## config.mk

```make
export PLATFORM = sky130hd
export DESIGN_NAME = iqd_encoder
export DESIGN_NICKNAME = d
export VERILOG_FILES = /design/src/rtl/iqd_pkg.sv /design/src/rtl/iqd_fifo.sv /design/src/rtl/iqd_encoder.sv
export SDC_FILE = /design/constraint.sdc
export NUM_CORES = 2
export LEC_CHECK = 0
export ABC_CLOCK_PERIOD_IN_PS = 34300
export BUFFER_PORTS_ARGS = -buffer_cell sky130_fd_sc_hd__buf_2
export CORE_ASPECT_RATIO = 0.75
export CORE_MARGIN = 3
export CORE_UTILIZATION = 40
export CTS_BUF_LIST = sky130_fd_sc_hd__clkbuf_2
export DETAILED_ROUTE_END_ITERATION = 8
export GPL_TIMING_DRIVEN = 1
export MAX_ROUTING_LAYER = met4
export SYNTH_ARGS = -nofsm -noshare
export SYNTH_HDL_FRONTEND = slang
export SYNTH_SLANG_ARGS = --single-unit
```

## constraint.sdc

```tcl
create_clock -name MCLK -period 34.3 [get_ports MCLK]
set_input_delay 3.43 -clock MCLK [delete_from_list [all_inputs] [get_ports MCLK]]
set_output_delay 3.43 -clock MCLK [all_outputs]
set_load 0.1 [all_outputs]
```

## src/rtl/iqd_pkg.sv

```systemverilog
// Constants, register map and helpers for the I/Q differential encoder.
// Assumes a 32-bit AXI4-Lite register bus and signed 16-bit I/Q levels.
package iqd_pkg;

  // ---------------------------------------------------------------
  // Sizes
  // ---------------------------------------------------------------
  localparam int IQD_AW = 8;
  localparam int IQD_SW = 4;
  localparam int IQD_LVL_W = 16;
  localparam int IQD_OFF_W = 8;
  localparam int IQD_N_MAX_DEF = 16;
  localparam int IQD_FIFO_DEPTH_DEF = 4;

  // ---------------------------------------------------------------
  // Register map (byte addresses)
  // ---------------------------------------------------------------
  localparam logic [IQD_AW-1:0] IQD_CTRL_ADDR = 8'h00;
  localparam logic [IQD_AW-1:0] IQD_NST_ADDR = 8'h04;
  localparam logic [IQD_AW-1:0] IQD_STAT_ADDR = 8'h08;
  localparam logic [1:0] IQD_OFF_PAGE = 2'h1;
  localparam logic [1:0] IQD_MAP_PAGE = 2'h2;

  // Control bits
  localparam int IQD_CTRL_DDE = 0;
  localparam int IQD_CTRL_SDE = 1;
  localparam int IQD_CTRL_INV = 2;
  localparam int IQD_CTRL_RESTART = 3;
  localparam logic [2:0] IQD_CTRL_RST = 3'h0;

  // Number of differential states
  localparam logic [4:0] IQD_NST_RST = 5'h04;
  localparam logic [4:0] IQD_NST_MIN = 5'h02;

  // Status fields
  localparam int IQD_STAT_POS_LSB = 0;
  localparam int IQD_STAT_BPS_LSB = 8;
  localparam int IQD_STAT_PREV_BIT = 16;

  // AXI responses
  localparam logic [1:0] IQD_RESP_OKAY = 2'h0;
  localparam logic [1:0] IQD_RESP_SLVERR = 2'h2;

  // Unity level in Q2.14
  localparam logic [IQD_LVL_W-1:0] IQD_UNITY = 16'h4000;
  localparam logic [IQD_LVL_W-1:0] IQD_NEG_UNITY = 16'hc000;

  // ---------------------------------------------------------------
  // Helpers
  // ---------------------------------------------------------------
  // Default four-state map, I in [31:16], Q in [15:0]
  function automatic logic [31:0] iqd_map_rst(input int k);
    case (k)
      0: iqd_map_rst = {IQD_UNITY, IQD_UNITY};
      1: iqd_map_rst = {IQD_NEG_UNITY, IQD_UNITY};
      2: iqd_map_rst = {IQD_NEG_UNITY, IQD_NEG_UNITY};
      3: iqd_map_rst = {IQD_UNITY, IQD_NEG_UNITY};
      default: iqd_map_rst = 32'h0000_0000;
    endcase
  endfunction

  // Bits per symbol: ceiling of log2 of state count, at least one
  function automatic logic [2:0] iqd_bps(input logic [4:0] n);
    logic [2:0] b;
    b = 3'h1;
    for (int i = 1; i < 5; i++)
      if ((5'h01 << i) < n)
        b = 3'(i + 1);
    iqd_bps = b;
  endfunction

  function automatic logic [31:0] iqd_merge(input logic [31:0] old_v,
                                            input logic [31:0] new_v,
                                            input logic [3:0] strb);
    logic [31:0] r;
    r = old_v;
    for (int i = 0; i < 4; i++)
      if (strb[i])
        r[i*8 +: 8] = new_v[i*8 +: 8];
    iqd_merge = r;
  endfunction

endpackage

```

## src/rtl/iqd_fifo.sv

```systemverilog
// Small synchronous FIFO for encoded I/Q words.
// Assumes one clock; clock enable low freezes every register.
`timescale 1ns/1ps
`default_nettype none
module iqd_fifo #(
  parameter int W = 64,
  parameter int D = 4
) (
  input wire logic clk,
  input wire logic rst_n,
  input wire logic ce,
  input wire logic [W-1:0] in_data,
  input wire logic in_valid,
  output logic in_ready,
  output logic [W-1:0] out_data,
  output logic out_valid,
  input wire logic out_ready
);
  localparam int PW = (D > 1) ? $clog2(D) : 1;

  if (D < 2 || W < 1)
  begin : g_chk
    $error("iqd_fifo: depth must be at least 2");
  end

  logic [W-1:0] mem_ff [D];
  logic [PW-1:0] wp_ff, nxt_wp, rp_ff, nxt_rp;
  logic [PW:0] cnt_ff, nxt_cnt;
  logic push, pop;

  assign in_ready = ce && (cnt_ff < (PW+1)'(D));
  assign out_valid = (cnt_ff != '0);
  assign out_data = mem_ff[rp_ff];

  always_comb
  begin
    push = in_valid && in_ready;
    pop = ce && out_valid && out_ready;
    nxt_wp = wp_ff;
    nxt_rp = rp_ff;
    if (push)
      nxt_wp = (wp_ff == PW'(D - 1)) ? '0 : PW'(wp_ff + 1'b1);
    if (pop)
      nxt_rp = (rp_ff == PW'(D - 1)) ? '0 : PW'(rp_ff + 1'b1);
    nxt_cnt = cnt_ff;
    if (push && !pop)
      nxt_cnt = (PW+1)'(cnt_ff + 1'b1);
    else if (pop && !push)
      nxt_cnt = (PW+1)'(cnt_ff - 1'b1);
  end

  always_ff @(posedge clk or negedge rst_n)
  begin
    if (!rst_n)
    begin
      wp_ff <= '0;
      rp_ff <= '0;
      cnt_ff <= '0;
    end
    else if (ce)
    begin
      wp_ff <= nxt_wp;
      rp_ff <= nxt_rp;
      cnt_ff <= nxt_cnt;
    end
  end

  // Storage has no reset; it is read only when counted valid
  always_ff @(posedge clk)
  begin
    if (push)
      mem_ff[wp_ff] <= in_data;
  end
endmodule
`default_nettype wire

```

## src/rtl/iqd_encoder.sv

```systemverilog
// I/Q differential encoder: bit-level differential data encoding,
// symbol-level differential state-map stepping and Q polarity inversion,
// with an AXI4-Lite register slave and a FIFO on the I/Q output.
// Assumes synchronous inputs on MCLK and a bit source with valid/ready.
//
// What this block does
// - Normal polarity passes I and Q with their phase relation untouched.
// - Inverted polarity negates Q, reversing rotation so I lags Q.
// - Inversion applies to both true and complementary Q outputs; I outputs are unchanged.
// - Data encoding off forwards raw bits unchanged to symbol mapping.
// - Data encoding on outputs bit i XOR bit i-1.
// - Bit-level encoding happens before I/Q mapping; encoded stream is modulated.
// - Symbol differential encoding uses a programmable signed offset table per symbol.
// - Each symbol moves the state-map position by its stored offset.
// - Offset plus one advances position by exactly one state.
// - Symbol selects a transition, not an absolute constellation point.
// - Bits per symbol equal ceiling of log2 of state count.
// - Default four-state map uses plus and minus unity for I and Q.
// - Symbol encoding starts with position at the first symbol, value 00.
// - Negative offset moves position backward by its magnitude.
// - Zero offset leaves the position unchanged.
`timescale 1ns/1ps
`default_nettype none
module iqd_encoder
  import iqd_pkg::*;
#(
  parameter int N_MAX = IQD_N_MAX_DEF,
  parameter int FIFO_DEPTH = IQD_FIFO_DEPTH_DEF
) (
  input wire logic MCLK,
  input wire logic RSTN,
  input wire logic CE,
  input wire logic [IQD_AW-1:0] S_AXI_AWADDR,
  input wire logic S_AXI_AWVALID,
  output logic S_AXI_AWREADY,
  input wire logic [31:0] S_AXI_WDATA,
  input wire logic [3:0] S_AXI_WSTRB,
  input wire logic S_AXI_WVALID,
  output logic S_AXI_WREADY,
  output logic [1:0] S_AXI_BRESP,
  output logic S_AXI_BVALID,
  input wire logic S_AXI_BREADY,
  input wire logic [IQD_AW-1:0] S_AXI_ARADDR,
  input wire logic S_AXI_ARVALID,
  output logic S_AXI_ARREADY,
  output logic [31:0] S_AXI_RDATA,
  output logic [1:0] S_AXI_RRESP,
  output logic S_AXI_RVALID,
  input wire logic S_AXI_RREADY,
  input wire logic DIN_BIT,
  input wire logic DIN_VALID,
  output logic DIN_READY,
  output logic [IQD_LVL_W-1:0] I_OUT,
  output logic [IQD_LVL_W-1:0] I_BAR_OUT,
  output logic [IQD_LVL_W-1:0] Q_OUT,
  output logic [IQD_LVL_W-1:0] Q_BAR_OUT,
  output logic DOUT_VALID,
  input wire logic DOUT_READY
);
  localparam int FW = 4 * IQD_LVL_W;

  // Power of two keeps every masked symbol inside the tables
  if (N_MAX < 2 || N_MAX > 16 || (N_MAX & (N_MAX - 1)) != 0)
  begin : g_chk
    $error("iqd_encoder: N_MAX must be a power of two from 2 to 16");
  end

  // ---------------------------------------------------------------
  // Register bus
  // ---------------------------------------------------------------
  logic aw_got_ff, nxt_aw_got, w_got_ff, nxt_w_got;
  logic [IQD_AW-1:0] awaddr_ff, nxt_awaddr;
  logic [31:0] wdata_ff, nxt_wdata;
  logic [3:0] wstrb_ff, nxt_wstrb;
  logic bvalid_ff, nxt_bvalid, rvalid_ff, nxt_rvalid;
  logic [1:0] bresp_ff, nxt_bresp, rresp_ff, nxt_rresp;
  logic [31:0] rdata_ff, nxt_rdata;
  logic [2:0] ctrl_ff, nxt_ctrl;
  logic [4:0] nst_ff, nxt_nst;
  logic wr_do, restart, wr_ok, rd_ok;
  logic wr_off_hit, wr_map_hit, rd_off_hit, rd_map_hit;
  logic [IQD_SW-1:0] wr_idx, rd_idx;
  logic [31:0] wr_ctrl_v, wr_nst_v, stat_v;
  logic [IQD_OFF_W-1:0] off_tab [N_MAX];
  logic [31:0] map_tab [N_MAX];

  // Stream state
  logic prev_ff, nxt_prev;
  logic [2:0] cnt_ff, nxt_cnt;
  logic [IQD_SW-1:0] sym_ff, nxt_sym, pos_ff, nxt_pos;

  assign S_AXI_AWREADY = CE && !aw_got_ff;
  assign S_AXI_WREADY = CE && !w_got_ff;
  assign S_AXI_ARREADY = CE && !rvalid_ff;
  assign S_AXI_BVALID = bvalid_ff;
  assign S_AXI_BRESP = bresp_ff;
  assign S_AXI_RVALID = rvalid_ff;
  assign S_AXI_RRESP = rresp_ff;
  assign S_AXI_RDATA = rdata_ff;

  assign wr_idx = awaddr_ff[5:2];
  assign rd_idx = S_AXI_ARADDR[5:2];
  // One bit wider, so a full sixteen-entry table is still reachable
  assign wr_off_hit = (awaddr_ff[7:6] == IQD_OFF_PAGE) && ({1'b0, wr_idx} < 5'(N_MAX));
  assign wr_map_hit = (awaddr_ff[7:6] == IQD_MAP_PAGE) && ({1'b0, wr_idx} < 5'(N_MAX));
  assign rd_off_hit = (S_AXI_ARADDR[7:6] == IQD_OFF_PAGE) && ({1'b0, rd_idx} < 5'(N_MAX));
  assign rd_map_hit = (S_AXI_ARADDR[7:6] == IQD_MAP_PAGE) && ({1'b0, rd_idx} < 5'(N_MAX));

  always_comb
  begin
    stat_v = 32'h0000_0000;
    stat_v[IQD_STAT_POS_LSB +: IQD_SW] = pos_ff;
    stat_v[IQD_STAT_BPS_LSB +: 3] = iqd_bps(nst_ff);
    stat_v[IQD_STAT_PREV_BIT] = prev_ff;
    wr_do = aw_got_ff && w_got_ff && !bvalid_ff;
    wr_ctrl_v = iqd_merge({29'h0, ctrl_ff}, wdata_ff, wstrb_ff);
    wr_nst_v = iqd_merge({27'h0, nst_ff}, wdata_ff, wstrb_ff);
    wr_ok = (awaddr_ff[7:2] == IQD_CTRL_ADDR[7:2]) || (awaddr_ff[7:2] == IQD_NST_ADDR[7:2])
            || (awaddr_ff[7:2] == IQD_STAT_ADDR[7:2]) || wr_off_hit || wr_map_hit;
    rd_ok = (S_AXI_ARADDR[7:2] == IQD_CTRL_ADDR[7:2]) || (S_AXI_ARADDR[7:2] == IQD_NST_ADDR[7:2])
            || (S_AXI_ARADDR[7:2] == IQD_STAT_ADDR[7:2]) || rd_off_hit || rd_map_hit;
    restart = wr_do && (awaddr_ff[7:2] == IQD_CTRL_ADDR[7:2]) && wr_ctrl_v[IQD_CTRL_RESTART];

    nxt_aw_got = aw_got_ff;
    nxt_awaddr = awaddr_ff;
    nxt_w_got = w_got_ff;
    nxt_wdata = wdata_ff;
    nxt_wstrb = wstrb_ff;
    nxt_bvalid = bvalid_ff;
    nxt_bresp = bresp_ff;
    nxt_rvalid = rvalid_ff;
    nxt_rresp = rresp_ff;
    nxt_rdata = rdata_ff;
    nxt_ctrl = ctrl_ff;
    nxt_nst = nst_ff;
    if (S_AXI_AWVALID && S_AXI_AWREADY)
    begin
      nxt_aw_got = 1'b1;
      nxt_awaddr = S_AXI_AWADDR;
    end
    if (S_AXI_WVALID && S_AXI_WREADY)
    begin
      nxt_w_got = 1'b1;
      nxt_wdata = S_AXI_WDATA;
      nxt_wstrb = S_AXI_WSTRB;
    end
    if (wr_do)
    begin
      nxt_aw_got = 1'b0;
      nxt_w_got = 1'b0;
      nxt_bvalid = 1'b1;
      nxt_bresp = wr_ok ? IQD_RESP_OKAY : IQD_RESP_SLVERR;
      if (awaddr_ff[7:2] == IQD_CTRL_ADDR[7:2])
        nxt_ctrl = wr_ctrl_v[2:0];
      // Out-of-range state counts are clamped, never zero
      if (awaddr_ff[7:2] == IQD_NST_ADDR[7:2])
      begin
        if (wr_nst_v < 32'(IQD_NST_MIN))
          nxt_nst = IQD_NST_MIN;
        else if (wr_nst_v > 32'(N_MAX))
          nxt_nst = 5'(N_MAX);
        else
          nxt_nst = wr_nst_v[4:0];
      end
    end
    else if (bvalid_ff && S_AXI_BREADY)
      nxt_bvalid = 1'b0;
    if (S_AXI_ARVALID && S_AXI_ARREADY)
    begin
      nxt_rvalid = 1'b1;
      nxt_rresp = rd_ok ? IQD_RESP_OKAY : IQD_RESP_SLVERR;
      nxt_rdata = 32'h0000_0000;
      if (S_AXI_ARADDR[7:2] == IQD_CTRL_ADDR[7:2])
        nxt_rdata = {29'h0, ctrl_ff};
      else if (S_AXI_ARADDR[7:2] == IQD_NST_ADDR[7:2])
        nxt_rdata = {27'h0, nst_ff};
      else if (S_AXI_ARADDR[7:2] == IQD_STAT_ADDR[7:2])
        nxt_rdata = stat_v;
      else if (rd_off_hit)
        nxt_rdata = 32'($signed(off_tab[rd_idx]));
      else if (rd_map_hit)
        nxt_rdata = map_tab[rd_idx];
    end
    else if (rvalid_ff && S_AXI_RREADY)
      nxt_rvalid = 1'b0;
  end

  always_ff @(posedge MCLK or negedge RSTN)
  begin
    if (!RSTN)
    begin
      aw_got_ff <= 1'b0;
      awaddr_ff <= '0;
      w_got_ff <= 1'b0;
      wdata_ff <= 32'h0000_0000;
      wstrb_ff <= 4'h0;
      bvalid_ff <= 1'b0;
      bresp_ff <= IQD_RESP_OKAY;
      rvalid_ff <= 1'b0;
      rresp_ff <= IQD_RESP_OKAY;
      rdata_ff <= 32'h0000_0000;
      ctrl_ff <= IQD_CTRL_RST;
      nst_ff <= IQD_NST_RST;
    end
    else if (CE)
    begin
      aw_got_ff <= nxt_aw_got;
      awaddr_ff <= nxt_awaddr;
      w_got_ff <= nxt_w_got;
      wdata_ff <= nxt_wdata;
      wstrb_ff <= nxt_wstrb;
      bvalid_ff <= nxt_bvalid;
      bresp_ff <= nxt_bresp;
      rvalid_ff <= nxt_rvalid;
      rresp_ff <= nxt_rresp;
      rdata_ff <= nxt_rdata;
      ctrl_ff <= nxt_ctrl;
      nst_ff <= nxt_nst;
    end
  end

  // ---------------------------------------------------------------
  // Offset table and I/Q state map, one entry per state
  // ---------------------------------------------------------------
  for (genvar k = 0; k < N_MAX; k++)
  begin : g_ent
    logic [IQD_OFF_W-1:0] off_ff, nxt_off;
    logic [31:0] map_ff, nxt_map;
    logic [31:0] off_w;

    always_comb
    begin
      off_w = iqd_merge(32'($signed(off_ff)), wdata_ff, wstrb_ff);
      nxt_off = off_ff;
      nxt_map = map_ff;
      if (wr_do && wr_off_hit && wr_idx == IQD_SW'(k))
        nxt_off = off_w[IQD_OFF_W-1:0];
      if (wr_do && wr_map_hit && wr_idx == IQD_SW'(k))
        nxt_map = iqd_merge(map_ff, wdata_ff, wstrb_ff);
    end

    always_ff @(posedge MCLK or negedge RSTN)
    begin
      if (!RSTN)
      begin
        off_ff <= '0;
        map_ff <= iqd_map_rst(k);
      end
      else if (CE)
      begin
        off_ff <= nxt_off;
        map_ff <= nxt_map;
      end
    end

    assign off_tab[k] = off_ff;
    assign map_tab[k] = map_ff;
  end

  // ---------------------------------------------------------------
  // Encoding data path
  // ---------------------------------------------------------------
  logic fifo_in_ready, take, last, push, enc_bit;
  logic [2:0] bps;
  logic [IQD_SW-1:0] sym_new, sym_mask, point;
  logic signed [9:0] step_sum, step_mod, n_s;
  logic [IQD_LVL_W-1:0] i_lvl, q_lvl;
  logic [FW-1:0] fifo_in, fifo_out;

  assign DIN_READY = CE && fifo_in_ready;

  always_comb
  begin
    bps = iqd_bps(nst_ff);
    sym_mask = IQD_SW'((5'h01 << bps) - 5'h01);
    take = DIN_VALID && DIN_READY;
    last = (cnt_ff == 3'(bps - 3'h1));
    // Raw bit goes straight through or as change-of-state bit
    enc_bit = ctrl_ff[IQD_CTRL_DDE] ? (DIN_BIT ^ prev_ff) : DIN_BIT;
    // Encoded bits form the symbol, so mapping sees the encoded stream
    sym_new = IQD_SW'({sym_ff, enc_bit}) & sym_mask;
    push = take && last;
    // Signed step from current position, wrapped into range
    n_s = $signed({5'h00, nst_ff});
    step_sum = $signed({6'h00, pos_ff}) + 10'($signed(off_tab[sym_new]));
    step_mod = step_sum % n_s;
    if (step_mod < 0)
      step_mod = 10'(step_mod + n_s);
    // Absolute mapping also wraps symbols beyond the state count
    if (ctrl_ff[IQD_CTRL_SDE])
      point = step_mod[IQD_SW-1:0];
    else
      point = IQD_SW'({6'h00, sym_new} % {5'h00, nst_ff});

    nxt_prev = prev_ff;
    nxt_cnt = cnt_ff;
    nxt_sym = sym_ff;
    nxt_pos = pos_ff;
    if (take)
    begin
      nxt_prev = DIN_BIT;
      nxt_cnt = last ? 3'h0 : 3'(cnt_ff + 3'h1);
      nxt_sym = last ? '0 : sym_new;
    end
    if (push && ctrl_ff[IQD_CTRL_SDE])
      nxt_pos = point;
    // Restart wins over a bit taken in the same cycle
    if (restart)
    begin
      nxt_prev = 1'b0;
      nxt_cnt = 3'h0;
      nxt_sym = '0;
      nxt_pos = '0;
    end

    i_lvl = map_tab[point][31:16];
    q_lvl = map_tab[point][15:0];
    if (ctrl_ff[IQD_CTRL_INV])
      q_lvl = IQD_LVL_W'(-q_lvl);
    // Both Q outputs derive from the same possibly inverted Q; I outputs from I
    fifo_in = {i_lvl, IQD_LVL_W'(-i_lvl), q_lvl, IQD_LVL_W'(-q_lvl)};
  end

  always_ff @(posedge MCLK or negedge RSTN)
  begin
    if (!RSTN)
    begin
      prev_ff <= 1'b0;
      cnt_ff <= 3'h0;
      sym_ff <= '0;
      pos_ff <= '0;
    end
    else if (CE)
    begin
      prev_ff <= nxt_prev;
      cnt_ff <= nxt_cnt;
      sym_ff <= nxt_sym;
      pos_ff <= nxt_pos;
    end
  end

  // ---------------------------------------------------------------
  // Output buffer; a stalled modulator back-pressures the bit source
  // ---------------------------------------------------------------
  iqd_fifo #(
    .W(FW),
    .D(FIFO_DEPTH)
  ) u_fifo (
    .clk(MCLK),
    .rst_n(RSTN),
    .ce(CE),
    .in_data(fifo_in),
    .in_valid(push),
    .in_ready(fifo_in_ready),
    .out_data(fifo_out),
    .out_valid(DOUT_VALID),
    .out_ready(DOUT_READY)
  );

  assign I_OUT = fifo_out[4*IQD_LVL_W-1 -: IQD_LVL_W];
  assign I_BAR_OUT = fifo_out[3*IQD_LVL_W-1 -: IQD_LVL_W];
  assign Q_OUT = fifo_out[2*IQD_LVL_W-1 -: IQD_LVL_W];
  assign Q_BAR_OUT = fifo_out[IQD_LVL_W-1 -: IQD_LVL_W];
endmodule
`default_nettype wire

```

==> reports/metrics.cfg <==
[critical_path]
r2r_cells=107
crit_path_start_kind=flop
cp_slowest_stage_delay_ns=0.83
critPathSlowestCell=dfstp_2
criticalPathCategory=reg2reg
cpMostUsedCell=ha_1
crit_path_end_kind=flop
cp_max_fo=51
cp_top_family=compound AO/OA/AOI/OAI gates
crit_buf_inv=10
critPathArrivalTime_ns=29.76
cp_num_cells=107
cp_data_required_time_ns=35.56

[yosys]
syn_area_per_cell_um2=12.8
synth_edf_count=248
synthArstFlopShare=0.751
synth_area_leaders=dfrtp_1 33%, mux2_2 14%, edfxtp_1 13%
yosysSeqAreaShare=0.472
netlist_area_um2=55300
synth_top_area_cell=dfrtp_1
synth_top_area_frac=0.331
yosysWarnings=0
synthFlopType=dfrtp_1
syn_inst=4334
ys_ff_latch=994
synth_cell_type_count=125

[grt]
grt_pass1_vias=37998
grt_max_degree=150
grt_pass1_wl_mm=246
antenna_found_initial=6
overflow=0
grtUsageTotal=0.232

[placement]
place_inst=6188
pre_cts_slack_ns=5.25
place_congestion=0.891
port_buffers=163
hpwl_mm=106

[sta]
fin_crit_ns=28.50
skew_ns=0.165
relSlewSlack=0.0170
fin_tns_setup_ns=0
rsz0062_at_grt=no
min_period_over_period=0.831
timing.final.ws_setup_ns=5.80
hold_ws_ns=0.483
tightest_slew_ns=1.47
setup_viol=0
hold_viol=0
max_clock_freq_ghz=0.0351
slew_violations=0

[clocking]
h-tree-depth=5
cts_buffer_depth=4
cts-resized-gates=0
post_cts_buffers=0
cts_buffers=275
cts_tree=done
root_buffer=clkbuf_2
clock_latency_ns=1.62
clkSlewWorstSetupHoldPaths_ns=0.10
cts_sinks=994
cts_hold_buf=0

[drt]
totalWireLength_mm=163
drcViolationCount=0
vias=38625
firstDrtPassIters=7
wl_per_cell_um=24.6
vias_per_cell=5.82
drt_iter0_drc=3363
ant_nets=0

[cells_and_area]
drive_above_1_share=0.366
syn_to_final_growth_pct=9.18
instances_no_fill=6642
n_fill_cell=12656
num-nets-final=4796

[floorplan]
fp-row-count=117
die-area_um2=143000
ios=170
initial_core_util=0.405
fp.dieW_um=436
die_h_um=328
coreArea_um2=137000

[min_path]
hold_depth=2
hp-class=reg2reg

[outcome]
outcome=finished, final reports clean

[job]
drv_cap=0

-- synth_stat cells, types with 18 or more instances --
cell and instances:
a211oi_1 38, a21o_1 22, a21oi_1 88, a311oi_1 32, a31oi_1 24, and2_1 22
and3_1 34, buf_1 37, buf_2 45, buf_4 20, clkbuf_1 144, dfrtp_1 733
edfxtp_1 248, ha_1 107, inv_1 70, mux2_2 697, mux2i_1 233, mux4_2 282
nand2_1 456, nand2b_1 24, nand3_1 114, nor2_1 188, nor2b_1 27, nor3_1 60
o211ai_1 19, o21a_1 38, o21ai_0 123, or3_1 18, xnor2_1 36, xor2_1 47
-- flip-flops by register name, indices dropped and copies added (netlist names) --
register	cells
awaddr_ff	6
w_got_ff	1
sym_ff	3
aw_got_ff	1
S_AXI_RVALID	1
wstrb_ff	4
S_AXI_BVALID	1
u_fifo.mem_ff	248
u_fifo.cnt_ff	3
g_ent.map_ff	512
prev_ff	1
S_AXI_BRESP	1
wdata_ff	32
S_AXI_RRESP	1
pos_ff	4
nst_ff	5
g_ent.off_ff	128
u_fifo.rp_ff	2
u_fifo.wp_ff	2
cnt_ff	3
ctrl_ff	3
S_AXI_RDATA	32
-- logic make-up (layout without fill, tap and decap cells) --
group	after synthesis	in the layout	synth area share
multiplexers	1215	1215	0.300
AND/OR/NAND/NOR	1036	1036	0.0871
flip-flops	994	994	0.472
AO/OA/AOI/OAI	549	549	0.0728
buffers and inverters	339	783	0.0276
adder cells (fa/ha/maj)	112	112	0.0260
XOR/XNOR	88	88	0.0146
other	1	21	0.0000678
-- tightest hold or removal path, delay by kind of cell, from the launching register on --
| kind | cells | cell delay [ns] |
|---|---|---|
| AND/OR/NAND/NOR | 1 | 0.05 |
| AO/OA/AOI/OAI | 1 | 0.06 |
| flip-flops | 1 | 0.35 |
-- path summary, 6_finish.rpt --
kind,from,to,slack [ns]
setup / recovery,nst_ff[2]$_DFFE_PN1P_,u_fifo.mem_ff[0][15]$_DFFE_PP_,5.80
hold / removal,S_AXI_RDATA[9]$_DFFE_PN0P_,S_AXI_RDATA[9]$_DFFE_PN0P_,0.48
setup reg to reg,nst_ff[2]$_DFFE_PN1P_,u_fifo.mem_ff[0][15]$_DFFE_PP_,5.80
hold reg to reg,S_AXI_RDATA[9]$_DFFE_PN0P_,S_AXI_RDATA[9]$_DFFE_PN0P_,0.48
max in group asynchronous,RSTN,u_fifo.rp_ff[0]$_DFFE_PN0P_,28.90
min in group asynchronous,RSTN,wdata_ff[18]$_DFFE_PN0P_,1.83
-- area by class of cell --
class	instances	area, um^2	area share
antenna	11	27.5	0.000456
clock buffer	392	1960	0.0325
clock inverter	51	248	0.00410
inverter	75	282	0.00466
multi-input combinational	3010	27800	0.460
sequential	994	26100	0.433
tap	1844	2310	0.0382
timing repair buffer	265	1660	0.0275
-- routing by layer --
| layer | wire length (um) | vias to the layer above | global-route usage |
|---|---|---|---|
| met5 | 0 | - | - |
| met4 | 5080 | 0 | 0.0849 |
| met3 | 13300 | 304 | 0.0584 |
| met2 | 70800 | 1443 | 0.328 |
| met1 | 74100 | 19798 | 0.323 |
| li1 | - | 17080 | - |
-- metrics by stage --
step	utilization	area [um^2]
floorplan	-	55400
global placement	0.426	58200
detailed placement	0.426	58200
CTS	0.442	60400
global route	0.442	60400
finish	0.442	60400
-- cell usage in the layout (no fill, tap or decap), types with 114 or more instances in the layout --
master and n:
nand3_1 114, nand2_1 455, nor2_1 187, edfxtp_1 248
dfrtp_1 731, mux4_2 282, mux2_2 696, mux2i_1 230
clkbuf_2 392, buf_2 159, o21ai_0 123
Power is not shown: default switching activity piles up to over one toggle a cycle in this logic, so the estimate is an artifact.
